==> config.mk <==
export PLATFORM = sky130hd
export DESIGN_NAME = gpp_top
export DESIGN_NICKNAME = d
export VERILOG_FILES = /design/src/gpp_pkg.sv /design/src/gpp_top.sv
export SDC_FILE = /design/constraint.sdc
export NUM_CORES = 1
export LEC_CHECK = 0
export ABC_AREA = 1
export ABC_CLOCK_PERIOD_IN_PS = 3200
export BUFFER_PORTS_ARGS = -buffer_cell sky130_fd_sc_hd__buf_4
export CORE_MARGIN = 3
export CORE_UTILIZATION = 40
export CTS_CLUSTER_DIAMETER = 40
export DETAILED_ROUTE_END_ITERATION = 7
export PLACE_DENSITY_LB_ADDON = 0.25
export SYNTH_ARGS = -nofsm -noshare
export SYNTH_HDL_FRONTEND = slang
export SYNTH_SLANG_ARGS = --single-unit
==> constraint.sdc <==
create_clock -name clk -period 3.2 [get_ports clk]
set_clock_uncertainty 0.2 [all_clocks]
set_input_delay 0.32 -clock clk [delete_from_list [all_inputs] [get_ports clk]]
set_output_delay 0.32 -clock clk [all_outputs]
set_load 0.01 [all_outputs]
==> src/gpp_pkg.sv <==
// package for the general purpose pin block: offsets, field positions, timing
// assumes a byte-wide register port and a 250 MHz clock
package gpp_pkg;
    // register offsets
    localparam logic [7:0] GPP_OFS_PIN1 = 8'h41;
    localparam logic [7:0] GPP_OFS_PIN2 = 8'h42;
    localparam logic [7:0] GPP_OFS_PIN3 = 8'h43;
    // field positions
    localparam int GPP_B_SLEEP = 7;
    localparam int GPP_B_SRC = 6;
    localparam int GPP_B_OD = 5;
    localparam int GPP_B_FILT = 4;
    localparam int GPP_B_PD = 3;
    localparam int GPP_B_DIR = 2;
    localparam int GPP_B_LVL = 1;
    localparam int GPP_B_SET = 0;
    // writable bits per register
    localparam logic [7:0] GPP_WMASK_12 = 8'h95;
    localparam logic [7:0] GPP_WMASK_3 = 8'hFD;
    // value while no otp load has happened
    localparam logic [7:0] GPP_RST_VAL = 8'h00;
    // filter times
    localparam int GPP_CLK_MHZ = 250;
    localparam int GPP_FILT_SHORT_US = 94;
    localparam int GPP_FILT_LONG_US = 156;
    localparam int GPP_FILT_SHORT_CYC = GPP_FILT_SHORT_US * GPP_CLK_MHZ;
    localparam int GPP_FILT_LONG_CYC = GPP_FILT_LONG_US * GPP_CLK_MHZ;
    localparam int GPP_CNT_W = 16;
endpackage : gpp_pkg

==> src/gpp_top.sv <==
// general purpose pin logic: three pin control registers, filters, pad drive
// assumes otp defaults arrive on otp_* inputs; pad inputs are asynchronous
//
// Contract
// - sleep bit with output mode in sleep state forces pin low
// - input filter lasts 94 us when select is 0, 156 us when 1
// - direction bit 0 makes pad input, 1 makes it output
// - output-configured pin is flagged as a power-up sequence resource, except the third pin in open drain
// - pad level bit is read-only and follows pad voltage live
// - output mode drives the output value bit onto the pin
// - bits 6..5 and 3 of first two registers read zero
// - power-on reset reloads writable fields from otp defaults
// - third pin source select picks value bit or led channel a
// - third pin output type: push-pull sequenced at 0, open drain at 1
// - third pin pulldown select enables pad pulldown at 1
`timescale 1ns/1ps
module gpp_top (
    // clock and reset
    input wire logic clk,
    input wire logic srst,
    // otp defaults
    input wire logic [7:0] otp_pin1,
    input wire logic [7:0] otp_pin2,
    input wire logic [7:0] otp_pin3,
    // register port
    input wire logic [7:0] reg_addr,
    input wire logic reg_wr,
    input wire logic [7:0] reg_wdata,
    output logic [7:0] reg_rdata,
    // device state and led source
    input wire logic sleep_state,
    input wire logic led_channel_a,
    // pads
    input wire logic [2:0] pad_in,
    output logic [2:0] pad_out,
    output logic [2:0] pad_oe,
    output logic pad3_pulldown,
    // filtered inputs and sequencer resources
    output logic [2:0] pin_filtered,
    output logic [2:0] seq_resource
);
    logic [7:0] ctl_ff [3];
    logic [2:0] sync1_ff, sync2_ff, filt_ff;
    logic [15:0] cnt_ff [3];
    logic [7:0] nxt_rdata;
    logic [2:0] nxt_out, nxt_oe;

    // register index from address
    function automatic int gpp_idx(input logic [7:0] a);
        if (a == gpp_pkg::GPP_OFS_PIN1) return 0;
        if (a == gpp_pkg::GPP_OFS_PIN2) return 1;
        if (a == gpp_pkg::GPP_OFS_PIN3) return 2;
        return 3;
    endfunction : gpp_idx

    ////////////////////////////////////////////////////////////////////////////
    // control registers
    always_ff @(posedge clk) begin
        if (srst) begin
            ctl_ff[0] <= otp_pin1 & gpp_pkg::GPP_WMASK_12;
            ctl_ff[1] <= otp_pin2 & gpp_pkg::GPP_WMASK_12;
            ctl_ff[2] <= otp_pin3 & gpp_pkg::GPP_WMASK_3;
        end else if (reg_wr) begin
            unique case (gpp_idx(reg_addr))
                0: ctl_ff[0] <= reg_wdata & gpp_pkg::GPP_WMASK_12;
                1: ctl_ff[1] <= reg_wdata & gpp_pkg::GPP_WMASK_12;
                2: ctl_ff[2] <= reg_wdata & gpp_pkg::GPP_WMASK_3;
                default: ;
            endcase
        end
    end

    ////////////////////////////////////////////////////////////////////////////
    // pad synchronisers and filters
    always_ff @(posedge clk) begin
        if (srst) begin
            sync1_ff <= 3'h0;
            sync2_ff <= 3'h0;
        end else begin
            sync1_ff <= pad_in;
            sync2_ff <= sync1_ff;
        end
    end

    genvar g;
    generate
        for (g = 0; g < 3; g++) begin : g_filt
            // filtered level changes only after input held stable for the time
            always_ff @(posedge clk) begin
                if (srst) begin
                    cnt_ff[g] <= 16'h0000;
                    filt_ff[g] <= 1'b0;
                end else if (sync2_ff[g] == filt_ff[g]) begin
                    cnt_ff[g] <= 16'h0000;
                end else if (int'(cnt_ff[g]) + 1 >= (ctl_ff[g][gpp_pkg::GPP_B_FILT] ?
                             gpp_pkg::GPP_FILT_LONG_CYC : gpp_pkg::GPP_FILT_SHORT_CYC)) begin
                    cnt_ff[g] <= 16'h0000;
                    filt_ff[g] <= sync2_ff[g];
                end else begin
                    cnt_ff[g] <= cnt_ff[g] + 16'h0001;
                end
            end
        end
    endgenerate

    ////////////////////////////////////////////////////////////////////////////
    // pad drive
    always_comb begin
        nxt_out = 3'h0;
        nxt_oe = 3'h0;
        for (int i = 0; i < 3; i++) begin
            logic v;
            v = ctl_ff[i][gpp_pkg::GPP_B_SET];
            if (i == 2 && ctl_ff[2][gpp_pkg::GPP_B_SRC]) begin
                v = led_channel_a;
            end
            if (sleep_state && ctl_ff[i][gpp_pkg::GPP_B_SLEEP]) begin
                v = 1'b0;
            end
            if (ctl_ff[i][gpp_pkg::GPP_B_DIR]) begin
                nxt_out[i] = v;
                nxt_oe[i] = 1'b1;
                if (i == 2 && ctl_ff[2][gpp_pkg::GPP_B_OD]) begin
                    nxt_out[i] = 1'b0;
                    nxt_oe[i] = ~v;
                end
            end // input: undriven
        end
    end

    always_ff @(posedge clk) begin
        if (srst) begin
            pad_out <= 3'h0;
            pad_oe <= 3'h0;
            pad3_pulldown <= 1'b0;
            seq_resource <= 3'h0;
            pin_filtered <= 3'h0;
        end else begin
            pad_out <= nxt_out;
            pad_oe <= nxt_oe;
            pad3_pulldown <= ctl_ff[2][gpp_pkg::GPP_B_PD];
            pin_filtered <= filt_ff;
            for (int i = 0; i < 3; i++) begin
                seq_resource[i] <= ctl_ff[i][gpp_pkg::GPP_B_DIR]
                    && !(i == 2 && ctl_ff[2][gpp_pkg::GPP_B_OD]);
            end
        end
    end

    ////////////////////////////////////////////////////////////////////////////
    // readback with live pad level
    always_comb begin
        nxt_rdata = 8'h00;
        unique case (gpp_idx(reg_addr))
            0, 1, 2: begin
                nxt_rdata = ctl_ff[gpp_idx(reg_addr)];
                nxt_rdata[gpp_pkg::GPP_B_LVL] = sync2_ff[gpp_idx(reg_addr)];
            end
            default: nxt_rdata = 8'h00;
        endcase
    end

    always_ff @(posedge clk) begin
        if (srst) begin
            reg_rdata <= 8'h00;
        end else begin
            reg_rdata <= nxt_rdata;
        end
    end

    ////////////////////////////////////////////////////////////////////////////
    // checks
    // register map
    rsvd_zero_a: assert property (@(posedge clk) disable iff (srst)
        (reg_rdata & 8'h68) == 8'h00 || $past(reg_addr) == gpp_pkg::GPP_OFS_PIN3)
        else $error("reserved bits read nonzero");
    // direction and drive
    in_undriven_a: assert property (@(posedge clk) disable iff (srst)
        !ctl_ff[0][2] |=> !pad_oe[0]) else $error("input pad driven");
    in3_undriven_a: assert property (@(posedge clk) disable iff (srst)
        !ctl_ff[2][2] |=> !pad_oe[2]) else $error("third input pad driven");
    sleep_in_a: assert property (@(posedge clk) disable iff (srst)
        !ctl_ff[0][2] && ctl_ff[0][7] && sleep_state |=> !pad_oe[0])
        else $error("sleep force drove an input");
    sleep_low_a: assert property (@(posedge clk) disable iff (srst)
        ctl_ff[0][2] && ctl_ff[0][7] && sleep_state |=> !pad_out[0] && pad_oe[0])
        else $error("sleep force not low");
    sleep_keep_a: assert property (@(posedge clk) disable iff (srst)
        ctl_ff[2][2] && ctl_ff[2][6] && !ctl_ff[2][5] && !ctl_ff[2][7] |=> pad_out[2] == $past(led_channel_a))
        else $error("sleep state changed an unforced pin");
    set_drive_a: assert property (@(posedge clk) disable iff (srst)
        ctl_ff[0][2] && !sleep_state |=> pad_out[0] == $past(ctl_ff[0][0]))
        else $error("output value not driven");
    // third pin options and first pin sequencer flag
    led_src_a: assert property (@(posedge clk) disable iff (srst)
        ctl_ff[2][2] && ctl_ff[2][6] && !ctl_ff[2][5] && !sleep_state |=> pad_out[2] == $past(led_channel_a))
        else $error("led source not driven");
    od_nohigh_a: assert property (@(posedge clk) disable iff (srst)
        ctl_ff[2][5] |=> !pad_out[2]) else $error("open drain drove high");
    od_seq_a: assert property (@(posedge clk) disable iff (srst)
        ctl_ff[2][5] |=> !seq_resource[2]) else $error("open drain pin flagged for sequence");
    pd_follow_a: assert property (@(posedge clk) disable iff (srst)
        1'b1 |=> pad3_pulldown == $past(ctl_ff[2][3])) else $error("pulldown mismatch");
    seq_res_a: assert property (@(posedge clk) disable iff (srst)
        ctl_ff[0][2] |=> seq_resource[0]) else $error("sequencer flag missing");
    // filter
    filt_hold_a: assert property (@(posedge clk) disable iff (srst)
        sync2_ff[0] != filt_ff[0] && cnt_ff[0] == 16'h0000 |=> filt_ff[0] == $past(filt_ff[0]))
        else $error("filter changed early");
    // reset behaviour
    rst_quiet_a: assert property (@(posedge clk)
        srst |=> pad_oe == 3'h0 && seq_resource == 3'h0)
        else $error("pads driven during reset");
    rst_load_a: assert property (@(posedge clk)
        srst |=> ctl_ff[2] == ($past(otp_pin3) & gpp_pkg::GPP_WMASK_3))
        else $error("otp default not loaded");
    // main scenarios
    write_cov_c: cover property (@(posedge clk) reg_wr && reg_addr == gpp_pkg::GPP_OFS_PIN3);
    sleep_cov_c: cover property (@(posedge clk) sleep_state && pad_oe[0]);
    filt_cov_c: cover property (@(posedge clk) filt_ff[0] != $past(filt_ff[0]));
    led_cov_c: cover property (@(posedge clk) ctl_ff[2][6] && pad_oe[2] && !led_channel_a);
endmodule : gpp_top

* Word level (Yosys, flattened, before mapping)
Memory sizes are Yosys's and may differ from the RTL's. A register that Yosys moved wholly into a read port is not among the register bits. Index checks and enable logic that the tools add are counted.
Operators by class: add/sub/neg operators 6, $lt $le $gt $ge 4, equality and inequality tests 10, muxes and demuxes 105, bitwise operators 20, reduce and logical (&&, ||, !) cells 16
Operator list (number):
- $mux W32 | 12
- $mux W16 | 12
- $mux W1 | 76
- $eq A32 B1 Y1 const B | 2
- $eq A32 B2 Y1 const B | 2
- $logic_not A32 Y1 | 2
- $add A16 B1 Y17 const B | 3
- $ge A17 B16 Y1 | 3
- $add A16 B1 Y16 const B | 3
- $lt A32 B4 Y1 const B | 1
- $eq A8 B7 Y1 const B | 3
- $mux W7 | 3
- $or A1 B1 Y1 | 12
- $reduce_or A3 Y1 | 4
- $not A1 Y1 | 8
- $reduce_and A2 Y1 | 3
- $logic_and A1 B1 Y1 | 4
- $reduce_or A2 Y1 | 2
- $eq A1 B1 Y1 | 3
- $bmux W1 S2 | 1
- $mux W2 | 1
- $logic_not A1 Y1 | 1
Word-level totals: flip-flop bits (word level) 30, memory bits (writable) 69, input port bits 48, output and inout port bits 21, word-level logic and storage cells 177, memories kept 2
Memories:
- cnt_ff | words 3, bits a word 16, read ports 3, clocked after Yosys merged registers in 0, write ports 3, RTL line gpp_top.sv:44 | logic [15:0] cnt_ff [3];
- ctl_ff | words 3, bits a word 7, read ports 4, clocked after Yosys merged registers in 1, write ports 3, RTL line gpp_top.sv:42 | logic [7:0] ctl_ff [3];

* Depth between registers and ports, before layout
Gate-level depths: netlist (run 1).
depth after elaboration 23, gate-level depth with buffers 20, depth with buffers taken out 20

* Worst setup path after synthesis (run 1)
Ideal clock, no wire load.
path type register to register, start point memory cnt_ff[1][0], end point memory cnt_ff[1][7], data pin, library setup time 0.258 ns, arrival time 2.432 ns, data required time 2.742 ns, path slack 0.310 ns, stages on the path, launching flop included 17, path buffers 1, period minus slack after synthesis 2.890 ns, path through edfxtp_1 > ha_1 > nand2_1 > nor2_2 > nand3_1 > or2_2 > xor2_1 > inv_1 > ha_1 > nand3_1 > nor2_1 > nand3_1 > nand2_1 > nor2_2 > nand2_2 > buf_6 > nor2_1
RTL lines (RTL line):
- from (decl) | gpp_top.sv:44

==> impl_metrics.env, run 1 <==
export IMPL_final_max_slew_violation_count=0
export IMPL_detail_route_antenna_nets=0
export IMPL_timing_final_crit_share_pct=93.5
export IMPL_dieArea_um2=15300
export IMPL_worst_setup_path_type="reg -> reg"
export IMPL_clk_latency_ns=0.36
export IMPL_area_growth_pct=26.2
export IMPL_vias=4800
export IMPL_post_place_ws_ns=0.0950
export IMPL_final_setup_worst_slack_ns=0.207
export IMPL_status="complete, no violations"
export IMPL_synth_edf_count=63
export IMPL_rsz0062_at_grt="yes"
export IMPL_final_cells=1055
export IMPL_cts_sinks=91
export IMPL_setup_viol=0
export IMPL_rows=42
export IMPL_worstMarginPinSlew_ns=0.673
export IMPL_synth_top_cells_by_count="210 x nand2_1, 130 x nor2_1, 102 x inv_1, 63 x edfxtp_1, 42 x nand3_1"
export IMPL_routed_wl_um=12100
export IMPL_root_buffer="clkbuf_16"
export IMPL_netlist_area_um2=5550
export IMPL_cp_end_kind="flip-flop"
export IMPL_syn_inst=732
export IMPL_dp_cells=1026
export IMPL_synth_cell_types=39
export IMPL_die_y_um=124
export IMPL_gp_congestion=0.830
export IMPL_via_per_inst=4.55
export IMPL_antenna_found_initial=0
export IMPL_tritoncts="done"
export IMPL_grt_ovfl_total=0
export IMPL_chipWidth_um=124
export IMPL_critPathLaunchType="flip-flop"
export IMPL_maxCapViolCount=0
export IMPL_numCtsBuffers=9
export IMPL_yosys_warnings=0
export IMPL_drc_errors=0
export IMPL_grt_total_usage_pct=16.6
export IMPL_cp_max_fo=16
export IMPL_coreArea_um2=13400
export IMPL_fill_cells=1315
export IMPL_synthFlopType="edfxtp_1"
export IMPL_design_area_um2=7000
export IMPL_n_antenna_cell=0
export IMPL_fmax_ghz=0.334
export IMPL_synth_top_area_share_pct=34.1
export IMPL_ir_drop_mv=0.297
export IMPL_hp_class="in -> reg"
export IMPL_yosysSeqAreaShare_pct=44.2
export IMPL_grt_max_degree=18
export IMPL_grt_pass1_vias=4448
export IMPL_power_mw=2.83
export IMPL_wl_per_cell_um=11.5
export IMPL_io_pins=69
export IMPL_cts_buffer_depth=2
export IMPL_power_density_nw_per_um2=404
export IMPL_drt_pass1_iterations=5
export IMPL_synthArstFlopShare_pct=0
export IMPL_tns_ns=0
export IMPL_yosys_area_top_type="edfxtp_1"
export IMPL_utilization_pct=52.3
export IMPL_synth_area_leaders="edfxtp_1 34%, nand2_1 14%, dfxtp_1 10%"
export IMPL_port_buffers=58
export IMPL_place_area_um2=6500
export IMPL_drive_above_1_share_pct=18.5
export IMPL_clkTransAtPathRegs_ns=0.08
export IMPL_first_iter_violations=202
export IMPL_power_leakage_nw=3.32
export IMPL_cts_htree_levels=3
export IMPL_initial_core_util_pct=41.4
export IMPL_hold_ws_ns=0.0283
export IMPL_avgSynthCellArea_um2=7.58
export IMPL_min_period_ns=2.99
export IMPL_synth_seq_cells=91
export IMPL_grt_pass1_wl_um=20000
export IMPL_finalNetCount=948
export IMPL_cp_required_ns=3.10
export IMPL_cp_arrival_ns=2.90
export IMPL_synth_most_common_cell="nand2_1"
export IMPL_post_dp_hpwl_um=9200
export IMPL_slew_limit_headroom_pct=54.7
export IMPL_hold_viol=0
==> cell type report <==
type / instances / area [um2] / area share, %
multi-input cells: 576 / 2930 / 41.8
flip-flops and latches: 91 / 2450 / 35.0
repair buffers: 91 / 718 / 10.3
inverters: 105 / 394 / 5.63
clock buffers: 10 / 239 / 3.41
well taps: 176 / 220 / 3.14
clock inverters: 6 / 52.6 / 0.750
==> worst max-delay path, cell delays in order, from the launching register on <==
cell	delay, ns
edfxtp_1	0.40
buf_4	0.14
nand2_1	0.05
nor2_1	0.22
nand3_1	0.16
or2_2	0.31
xor2_1	0.17
inv_1	0.06
ha_1	0.31
nand3_1	0.10
nor2_1	0.13
nand3_1	0.09
nand2_1	0.08
nor2_2	0.05
nand2_2	0.07
buf_12	0.14
nor2_1	0.05
==> cells by family (layout without fill, tap and decap cells) <==
group / Yosys count / after routing / synth area share (%)
buffers and inverters: 113 / 212 / 8.21
other: 1 / 48 / 0.0676
adders and majority gates: 26 / 26 / 5.86
and+or+nand+nor: 444 / 445 / 34.7
DFF: 91 / 91 / 44.2
xor gates and xnor gates: 18 / 18 / 2.84
AOI/OAI and AO/OA: 39 / 39 / 4.08
==> final timing paths <==
kind,start,end,slack [ns],depth (start not counted)
worst min-delay path,otp_pin1[4],ctl_ff[0][3],0.03,3
worst max register to register,cnt_ff[1][5],cnt_ff[1][2],0.21,16
worst min register to register,sync1_ff[2],sync2_ff[2],0.21,2
worst max-delay path,cnt_ff[1][5],cnt_ff[1][2],0.21,16
==> cell usage in the layout, fill, tap and decap left out, types with 2 or more instances in the layout <==
cell	count
inv_1	102
xnor2_1	5
buf_4	85
nor2_1	123
inv_6	4
o21ai_2	2
nand4_1	16
a31oi_1	4
dlygate4sd3_1	4
nand3_4	2
buf_12	2
o21ai_1	2
nand2_2	12
nor2_4	6
nand3_2	2
ha_1	23
clkbuf_16	9
or2_2	3
nor2_2	21
o21bai_1	3
a21oi_1	14
nor4_1	2
dfxtp_1	28
xor2_1	12
nand3_1	42
conb_1	48
inv_2	3
nand2_1	204
nand3b_1	6
a21oi_2	2
ha_4	2
edfxtp_1	63
o21ai_0	9
==> flip-flops by register name (all words and copies together), names as in the netlist <==
| register | flops |
|---|---|
| pin_filtered | 3 |
| ctl_ff | 15 |
| sync1_ff | 3 |
| sync2_ff | 3 |
| seq_resource | 2 |
| pad3_pulldown | 1 |
| pad_oe | 2 |
| reg_rdata | 8 |
| cnt_ff | 48 |
| pad_out | 3 |
| filt_ff | 3 |
==> where the power goes <==
part           internal [mW]  leakage, nW  switching (mW)  total, mW
clock network          0.565        0.147           0.496       1.06
registers               1.33        0.871          0.0514       1.38
logic                  0.168         2.30           0.220      0.388
==> routing by layer <==
layer	part of all wire, %	track usage (%)	routed length [um]
met2	46	26.5	5530
met3	4.1	3.63	500
met5	0	0	0
met1	48	21.9	5780
met4	2.2	6.51	270
==> what timing repair did <==
action,CTS,global route
hold buffers,4,0
resized for setup,0,23
hold endpoints to repair,5,0
endpoints found under the setup margin,0,48
buffers inserted,0,8
(Power assumes the default switching activity.)
==> run 2: changes to the inputs <==
--- a/config.mk
+++ b/config.mk
@@ -8,8 +8,10 @@
 export ABC_AREA = 1
 export ABC_CLOCK_PERIOD_IN_PS = 3200
 export BUFFER_PORTS_ARGS = -buffer_cell sky130_fd_sc_hd__buf_4
+export CELL_PAD_IN_SITES_DETAIL_PLACEMENT = 1
+export CELL_PAD_IN_SITES_GLOBAL_PLACEMENT = 2
 export CORE_MARGIN = 3
-export CORE_UTILIZATION = 40
+export CORE_UTILIZATION = 34
 export CTS_CLUSTER_DIAMETER = 40
 export DETAILED_ROUTE_END_ITERATION = 7
 export PLACE_DENSITY_LB_ADDON = 0.25
==> run 2 against run 1 <==
Via count grew 5.6%. Fmax decreased by 0.66%. Critical path depth grew 2. Critical path type unchanged. Largest power group unchanged. Final area is 4.1% higher. Total power grew 0.34%. Register-to-register slack got worse by 0.02 ns. Flip-flop and latch count is the same. Critical endpoint is now cnt_ff[0][0]. Largest cell class unchanged. Non-clock buffer count up 17. Highest routed layer unchanged. Worst hold slack improved by 0.011 ns. Worst setup slack worse by 0.020 ns.
==> impl_metrics.env, run 2 (synthesis results as in run 1) <==
export IMPL_status="complete, no violations"
export IMPL_tritoncts="done"
export IMPL_regToRegSetupSlack_ns=0.19
export IMPL_setup_viol=0
export IMPL_area_growth_pct=31.4
export IMPL_seqCellArea_um2=2450
export IMPL_route_met2_wl_um=7830
export IMPL_initial_core_util_pct=34.8
export IMPL_cp_arrival_ns=2.90
export IMPL_timing_final_crit_share_pct=94.2
export IMPL_power_density_nw_per_um2=389
export IMPL_io_pins=69
export IMPL_p_int_mw=2.05
export IMPL_routed_wl_um=15200
export IMPL_worst_setup_path_type="reg -> reg"
export IMPL_grt_pass1_vias=5188
export IMPL_dieArea_um2=17900
export IMPL_n_antenna_cell=0
export IMPL_drc_errors=0
export IMPL_regToRegEndpoint="cnt_ff[0][0]"
export IMPL_post_dp_hpwl_um=11800
export IMPL_ir_drop_mv=0.217
export IMPL_final_common_cell="nand2_1"
export IMPL_grt_pass1_wl_um=24300
export IMPL_cp_required_ns=3.09
export IMPL_wl_per_cell_um=13.7
export IMPL_largest_reg_flops=48
export IMPL_cp_end_kind="flip-flop"
export IMPL_rsz0062_at_grt="yes"
export IMPL_fmax_ghz=0.332
export IMPL_place_area_um2=6610
export IMPL_power_frac_seq_pct=48.6
export IMPL_final_max_slew_violation_count=0
export IMPL_gp_congestion=0.811
export IMPL_via_per_inst=4.56
export IMPL_slew_limit_headroom_pct=52.3
export IMPL_min_period_ns=3.01
export IMPL_crit_path_start="cnt_ff[0][0]"
export IMPL_hold_viol=0
export IMPL_cp_max_fo=16
export IMPL_layout_common_cells="199 x nand2_1, 114 x nor2_1, 102 x buf_4"
export IMPL_route_met3_wl_um=266
export IMPL_chipWidth_um=134
export IMPL_drive_above_1_share_pct=23.0
export IMPL_rows=46
export IMPL_top_register="cnt_ff"
export IMPL_worstRegToRegCells=18
export IMPL_topRoutingLayerUsed="met4"
export IMPL_vias=5069
export IMPL_maxCapViolCount=0
export IMPL_clk_latency_ns=0.34
export IMPL_grt_max_degree=17
export IMPL_fill_cells=2018
export IMPL_design_area_um2=7290
export IMPL_drt_pass1_iterations=4
export IMPL_cts_buffer_depth=2
export IMPL_cts_htree_levels=3
export IMPL_antenna_found_initial=0
export IMPL_pwr_share_comb_pct=15.4
export IMPL_utilization_pct=45.7
export IMPL_coreArea_um2=15900
export IMPL_first_iter_violations=161
export IMPL_rr_startpoint="cnt_ff[0][0]"
export IMPL_clkTransAtPathRegs_ns=0.07
export IMPL_wl_met1_um=6830
export IMPL_cts_sinks=91
export IMPL_root_buffer="clkbuf_16"
export IMPL_endpoint="cnt_ff[0][0]"
export IMPL_multiInputGateArea_um2=3050
export IMPL_die_y_um=134
export IMPL_detail_route_antenna_nets=0
export IMPL_numCtsBuffers=9
export IMPL_critPathLaunchType="flip-flop"
export IMPL_largest_registers="cnt_ff: 48 flops, ctl_ff: 15 flops, reg_rdata: 8 flops"
export IMPL_power_leakage_nw=3.41
export IMPL_grt_ovfl_total=0
export IMPL_port_buffers=58
export IMPL_netSwitchingFraction_pct=27.8
export IMPL_grt_total_usage_pct=16.8
export IMPL_worstMarginPinSlew_ns=0.709
export IMPL_hp_class="in -> reg"
export IMPL_finalNetCount=965
export IMPL_p_sw_mw=0.788
export IMPL_power_frac_clock_pct=36.0
## run 2: timing repair
| item | 4_1_cts | 5_1_grt |
|---|---|---|
| buffers inserted | 0 | 17 |
| hold buffers | 4 | 0 |
| resized for setup | 0 | 53 |
| hold endpoints to repair | 5 | 0 |
| endpoints found under the setup margin | 0 | 51 |
## run 2: power groups by stage
stage               sequential (mW)  combinational (mW)  clock [mW]
CTS                            1.38               0.399        1.05
floorplan                      1.39               0.237           0
global placement               1.40               0.374           0
detailed placement             1.40               0.391           0
global route                   1.39               0.496        1.10
finish                         1.38               0.436        1.02
## run 2: critical path, cell delays in order, from the launching register on
cell,delay (ns)
edfxtp_1,0.43
nand2_1,0.09
nor2_2,0.16
nand2_2,0.10
nor3_4,0.21
nand3_2,0.12
xor2_2,0.19
inv_1,0.09
ha_4,0.28
nand2_1,0.05
nor2_1,0.09
nand3_1,0.12
nor2_2,0.15
nand3_1,0.08
nand2_1,0.08
nor2_2,0.05
nand2_2,0.07
buf_12,0.15
nor2_1,0.05
## run 2: worst min-delay path by stage
stage / start / end / slack, ns / cells past startpoint
final: reg_wdata[5] / ctl_ff[2][4] / 0.04 / 3
after floorplan: sync1_ff[0] / sync2_ff[0] / 0.19 / 2
after detailed placement: sync1_ff[0] / sync2_ff[0] / 0.20 / 2
after global routing: reg_wdata[5] / ctl_ff[2][4] / 0.04 / 3
after global placement: sync1_ff[2] / sync2_ff[2] / 0.20 / 2
after CTS: reg_wdata[5] / ctl_ff[2][4] / 0.03 / 3
## run 2: routing by layer
metal  global-route usage, %  vias to the layer above
met5                       0                        -
li1                        -                     2606
met1                    20.7                     2398
met4                    5.20                        0
met3                    2.38                       19
met2                    30.3                       46
## run 2: through the flow
step	setup WS [ns]	setup TNS, ns	power (mW)	instances	hold slack [ns]
after global placement	0.0974	0	1.77	1074	0.200
after CTS	0.0132	0	2.83	1094	0.0328
after detailed placement	0.0310	0	1.80	1074	0.200
after global routing	-0.0822	-1.50	2.98	1112	0.0399
final	0.187	0	2.84	1112	0.0393
after floorplan	0.310	0	1.63	779	0.188
## run 2: final cells by class
| cell class | count | share of cell area [%] |
|---|---|---|
| multi-input cells | 576 | 41.8 |
| repair buffers | 108 | 11.6 |
| flip-flops and latches | 91 | 33.6 |
| clock inverters | 6 | 0.669 |
| well taps | 216 | 3.71 |
| inverters | 105 | 5.40 |
| clock buffers | 10 | 3.14 |
==> run 3: changes to the inputs <==
--- a/config.mk
+++ b/config.mk
@@ -5,13 +5,12 @@
 export SDC_FILE = /design/constraint.sdc
 export NUM_CORES = 1
 export LEC_CHECK = 0
-export ABC_AREA = 1
 export ABC_CLOCK_PERIOD_IN_PS = 3200
 export BUFFER_PORTS_ARGS = -buffer_cell sky130_fd_sc_hd__buf_4
 export CELL_PAD_IN_SITES_DETAIL_PLACEMENT = 1
 export CELL_PAD_IN_SITES_GLOBAL_PLACEMENT = 2
 export CORE_MARGIN = 3
-export CORE_UTILIZATION = 34
+export CORE_UTILIZATION = 35
 export CTS_CLUSTER_DIAMETER = 40
 export DETAILED_ROUTE_END_ITERATION = 7
 export PLACE_DENSITY_LB_ADDON = 0.25
==> run 3 against run 2 <==
The flow now finishes with violations (negative setup slack). Worst setup slack got worse by 0.23 ns. Synthesized cell count fell by 34%. Cell count fell by 23%. Core utilization increased by 6.9 points. First-iteration DRC count fell by 3.1%. Worst hold slack got worse by 0.0087 ns.
==> impl_metrics.env, run 3 <==
export IMPL_maxCapViolCount=0
export IMPL_largest_registers="cnt_ff: 48 flops, ctl_ff: 15 flops, reg_rdata: 8 flops"
export IMPL_cts_buffer_depth=2
export IMPL_synth_area_leaders="edfxtp_1 39%, dfxtp_1 11%, ha_1 6.6%"
export IMPL_dieArea_um2=15500
export IMPL_synth_edf_count=63
export IMPL_dp_cells=815
export IMPL_synth_seq_cells=91
export IMPL_synth_most_common_cell="edfxtp_1"
export IMPL_rows=42
export IMPL_power_leakage_nw=3.03
export IMPL_post_place_ws_ns=-0.177
export IMPL_port_buffers=58
export IMPL_pwr_share_comb_pct=13.4
export IMPL_cp_end_kind="flip-flop"
export IMPL_synth_top_area_share_pct=38.6
export IMPL_grt_max_degree=20
export IMPL_route_met3_wl_um=379
export IMPL_root_buffer="clkbuf_16"
export IMPL_regToRegSetupSlack_ns=-0.05
export IMPL_p_sw_mw=0.677
export IMPL_yosysSeqAreaShare_pct=50.0
export IMPL_syn_inst=480
export IMPL_gp_congestion=0.832
export IMPL_slowest_stage="edfxtp_1"
export IMPL_final_max_slew_violation_count=0
export IMPL_grt_pass1_vias=4527
export IMPL_setup_viol=15
export IMPL_topRoutingLayerUsed="met4"
export IMPL_die_y_um=124
export IMPL_status="finished, violations left"
export IMPL_worst_setup_path_type="reg -> reg"
export IMPL_finalNetCount=752
export IMPL_cp_arrival_ns=3.26
export IMPL_design_area_um2=7080
export IMPL_worst_hold_path_num_cells=3
export IMPL_p_int_mw=2.10
export IMPL_synth_top_cells_by_count="63 x edfxtp_1, 62 x nand2_1, 49 x nor2_1, 30 x nor2b_1, 30 x xnor2_1"
export IMPL_chipWidth_um=124
export IMPL_violations="negative setup slack"
export IMPL_grt_ovfl_total=0
export IMPL_synth_cell_types=53
export IMPL_grt_pass1_wl_um=21900
export IMPL_cts_htree_levels=3
export IMPL_power_density_nw_per_um2=392
export IMPL_drc_errors=0
export IMPL_rr_startpoint="cnt_ff[0][0]"
export IMPL_coreArea_um2=13500
export IMPL_detail_route_antenna_nets=0
export IMPL_min_period_ns=3.25
export IMPL_hp_class="in -> reg"
export IMPL_hold_viol=0
export IMPL_n_antenna_cell=0
export IMPL_synthFlopType="edfxtp_1"
export IMPL_cp_required_ns=3.21
export IMPL_vias=4183
export IMPL_regToRegEndpoint="cnt_ff[0][4]"
export IMPL_post_dp_hpwl_um=9730
export IMPL_crit_family="simple AND/OR/NAND/NOR gates"
export IMPL_place_area_um2=6190
export IMPL_power_frac_clock_pct=37.8
export IMPL_grt_total_usage_pct=17.4
export IMPL_timing_final_crit_share_pct=101
export IMPL_cp_max_fo=5
export IMPL_path_buf_inv=1
export IMPL_io_pins=69
export IMPL_synthArstFlopShare_pct=0
export IMPL_holdCritStartpoint="reg_wdata[6]"
export IMPL_worstRegToRegCells=13
export IMPL_drt_pass1_iterations=4
export IMPL_rsz0062_at_grt="yes"
export IMPL_yosys_warnings=0
export IMPL_largest_reg_flops=48
export IMPL_slew_limit_headroom_pct=59.7
export IMPL_cts_sinks=91
export IMPL_initial_core_util_pct=36.4
export IMPL_via_per_inst=4.87
export IMPL_routed_wl_um=13600
export IMPL_netSwitchingFraction_pct=24.4
export IMPL_worstMarginPinSlew_ns=0.599
export IMPL_area_growth_pct=44.4
export IMPL_clk_latency_ns=0.35
export IMPL_antenna_found_initial=0
export IMPL_clkTransAtPathRegs_ns=0.06
export IMPL_final_cells=859
export IMPL_final_setup_worst_slack_ns=-0.0478
export IMPL_netlist_area_um2=4900
export IMPL_wl_per_cell_um=15.8
export IMPL_layout_common_cells="142 x buf_4, 63 x edfxtp_1, 60 x nand2_1"
export IMPL_utilization_pct=52.6
export IMPL_final_common_cell="buf_4"
export IMPL_first_iter_violations=156
export IMPL_power_frac_seq_pct=48.8
export IMPL_fmax_ghz=0.308
export IMPL_route_met2_wl_um=6920
export IMPL_crit_chain="nand4_1 -> nor2_2 -> and3_4 -> nand2_4 -> xnor2_2 -> ha_1 -> a21oi_2 -> o31ai_4 -> or3_1 -> a31o_2 -> or2_4 -> clkbuf_16 -> nor2b_1"
export IMPL_wl_met1_um=5920
export IMPL_ir_drop_mv=0.212
export IMPL_critPathLaunchType="flip-flop"
export IMPL_yosys_area_top_type="edfxtp_1"
export IMPL_numCtsBuffers=9
export IMPL_tns_ns=-0.301
export IMPL_top_register="cnt_ff"
export IMPL_hold_end="ctl_ff[2][5]"
export IMPL_drive_above_1_share_pct=34.7
export IMPL_tritoncts="done"
export IMPL_critPathMaxStageDelay_ns=0.42
export IMPL_avgSynthCellArea_um2=10.2
run 3: power groups by stage:
stage	combinational, mW	clock (mW)	sequential, mW
detailed placement	0.301	0	1.38
CTS	0.333	1.08	1.36
floorplan	0.158	0	1.38
global placement	0.290	0	1.38
finish	0.373	1.05	1.36
global route	0.412	1.13	1.36
run 3: worst max-delay path by stage:
stage | from | endpoint | slack (ns) | depth (start not counted)
after floorplan | cnt_ff[0][4] | cnt_ff[0][14] | 0.01 | 13
after global placement | cnt_ff[2][6] | cnt_ff[2][2] | -0.16 | 14
after detailed placement | cnt_ff[1][0] | cnt_ff[1][8] | -0.18 | 11
after CTS | cnt_ff[1][0] | cnt_ff[1][8] | -0.02 | 12
after global routing | cnt_ff[1][1] | cnt_ff[1][7] | -0.18 | 12
final | cnt_ff[0][0] | cnt_ff[0][4] | -0.05 | 13
run 3: repair_timing:
| action | 4_1_cts | 5_1_grt |
|---|---|---|
| pin swaps | 21 | 23 |
| endpoints found under the hold margin | 5 | 0 |
| cloned | 1 | 1 |
| setup buffers | 12 | 11 |
| resized for setup | 32 | 54 |
| hold buffers | 4 | 0 |
| setup endpoints to repair | 45 | 49 |
run 3: area by class of cell:
cell class | count | area, um2
clock buffer | 13 | 272
timing repair buffer | 153 | 1210
clock inverter | 3 | 20.0
sequential | 91 | 2450
multi-input combinational | 406 | 2840
tap | 176 | 220
inverter | 17 | 63.8
fill | 1527 | 6370
run 3: logic make-up after synthesis:
logic type,count (synthesis),synth area share (%)
DFF,91,50.0
xor gates and xnor gates,45,8.04
and+or+nand+nor,229,23.7
muxes,6,1.28
other,1,0.0765
AOI/OAI and AO/OA,51,7.48
adders and majority gates,26,6.63
buffers and inverters,31,2.78
run 3: through the flow:
| step | hold slack, ns | total power [mW] |
|---|---|---|
| after floorplan | 0.212 | 1.53 |
| after global routing | 0.0373 | 2.90 |
| after CTS | 0.0218 | 2.77 |
| after global placement | 0.220 | 1.67 |
| after detailed placement | 0.226 | 1.68 |
| final | 0.0306 | 2.78 |
run 3: metal layers:
| layer | up-vias | track usage, % |
|---|---|---|
| met5 | - | 0 |
| met4 | 0 | 7.67 |
| met3 | 26 | 2.83 |
| met2 | 68 | 30.3 |
| met1 | 2011 | 21.1 |
| li1 | 2078 | - |
run 3: worst register-to-register path: cells and delay by family, from the launching register on:
family | cells | cell delay, ns
and+or+nand+nor | 7 | 1.31
buffers and inverters | 1 | 0.18
DFF | 1 | 0.42
xor gates and xnor gates | 1 | 0.13
adders and majority gates | 1 | 0.31
AOI/OAI and AO/OA | 3 | 0.56
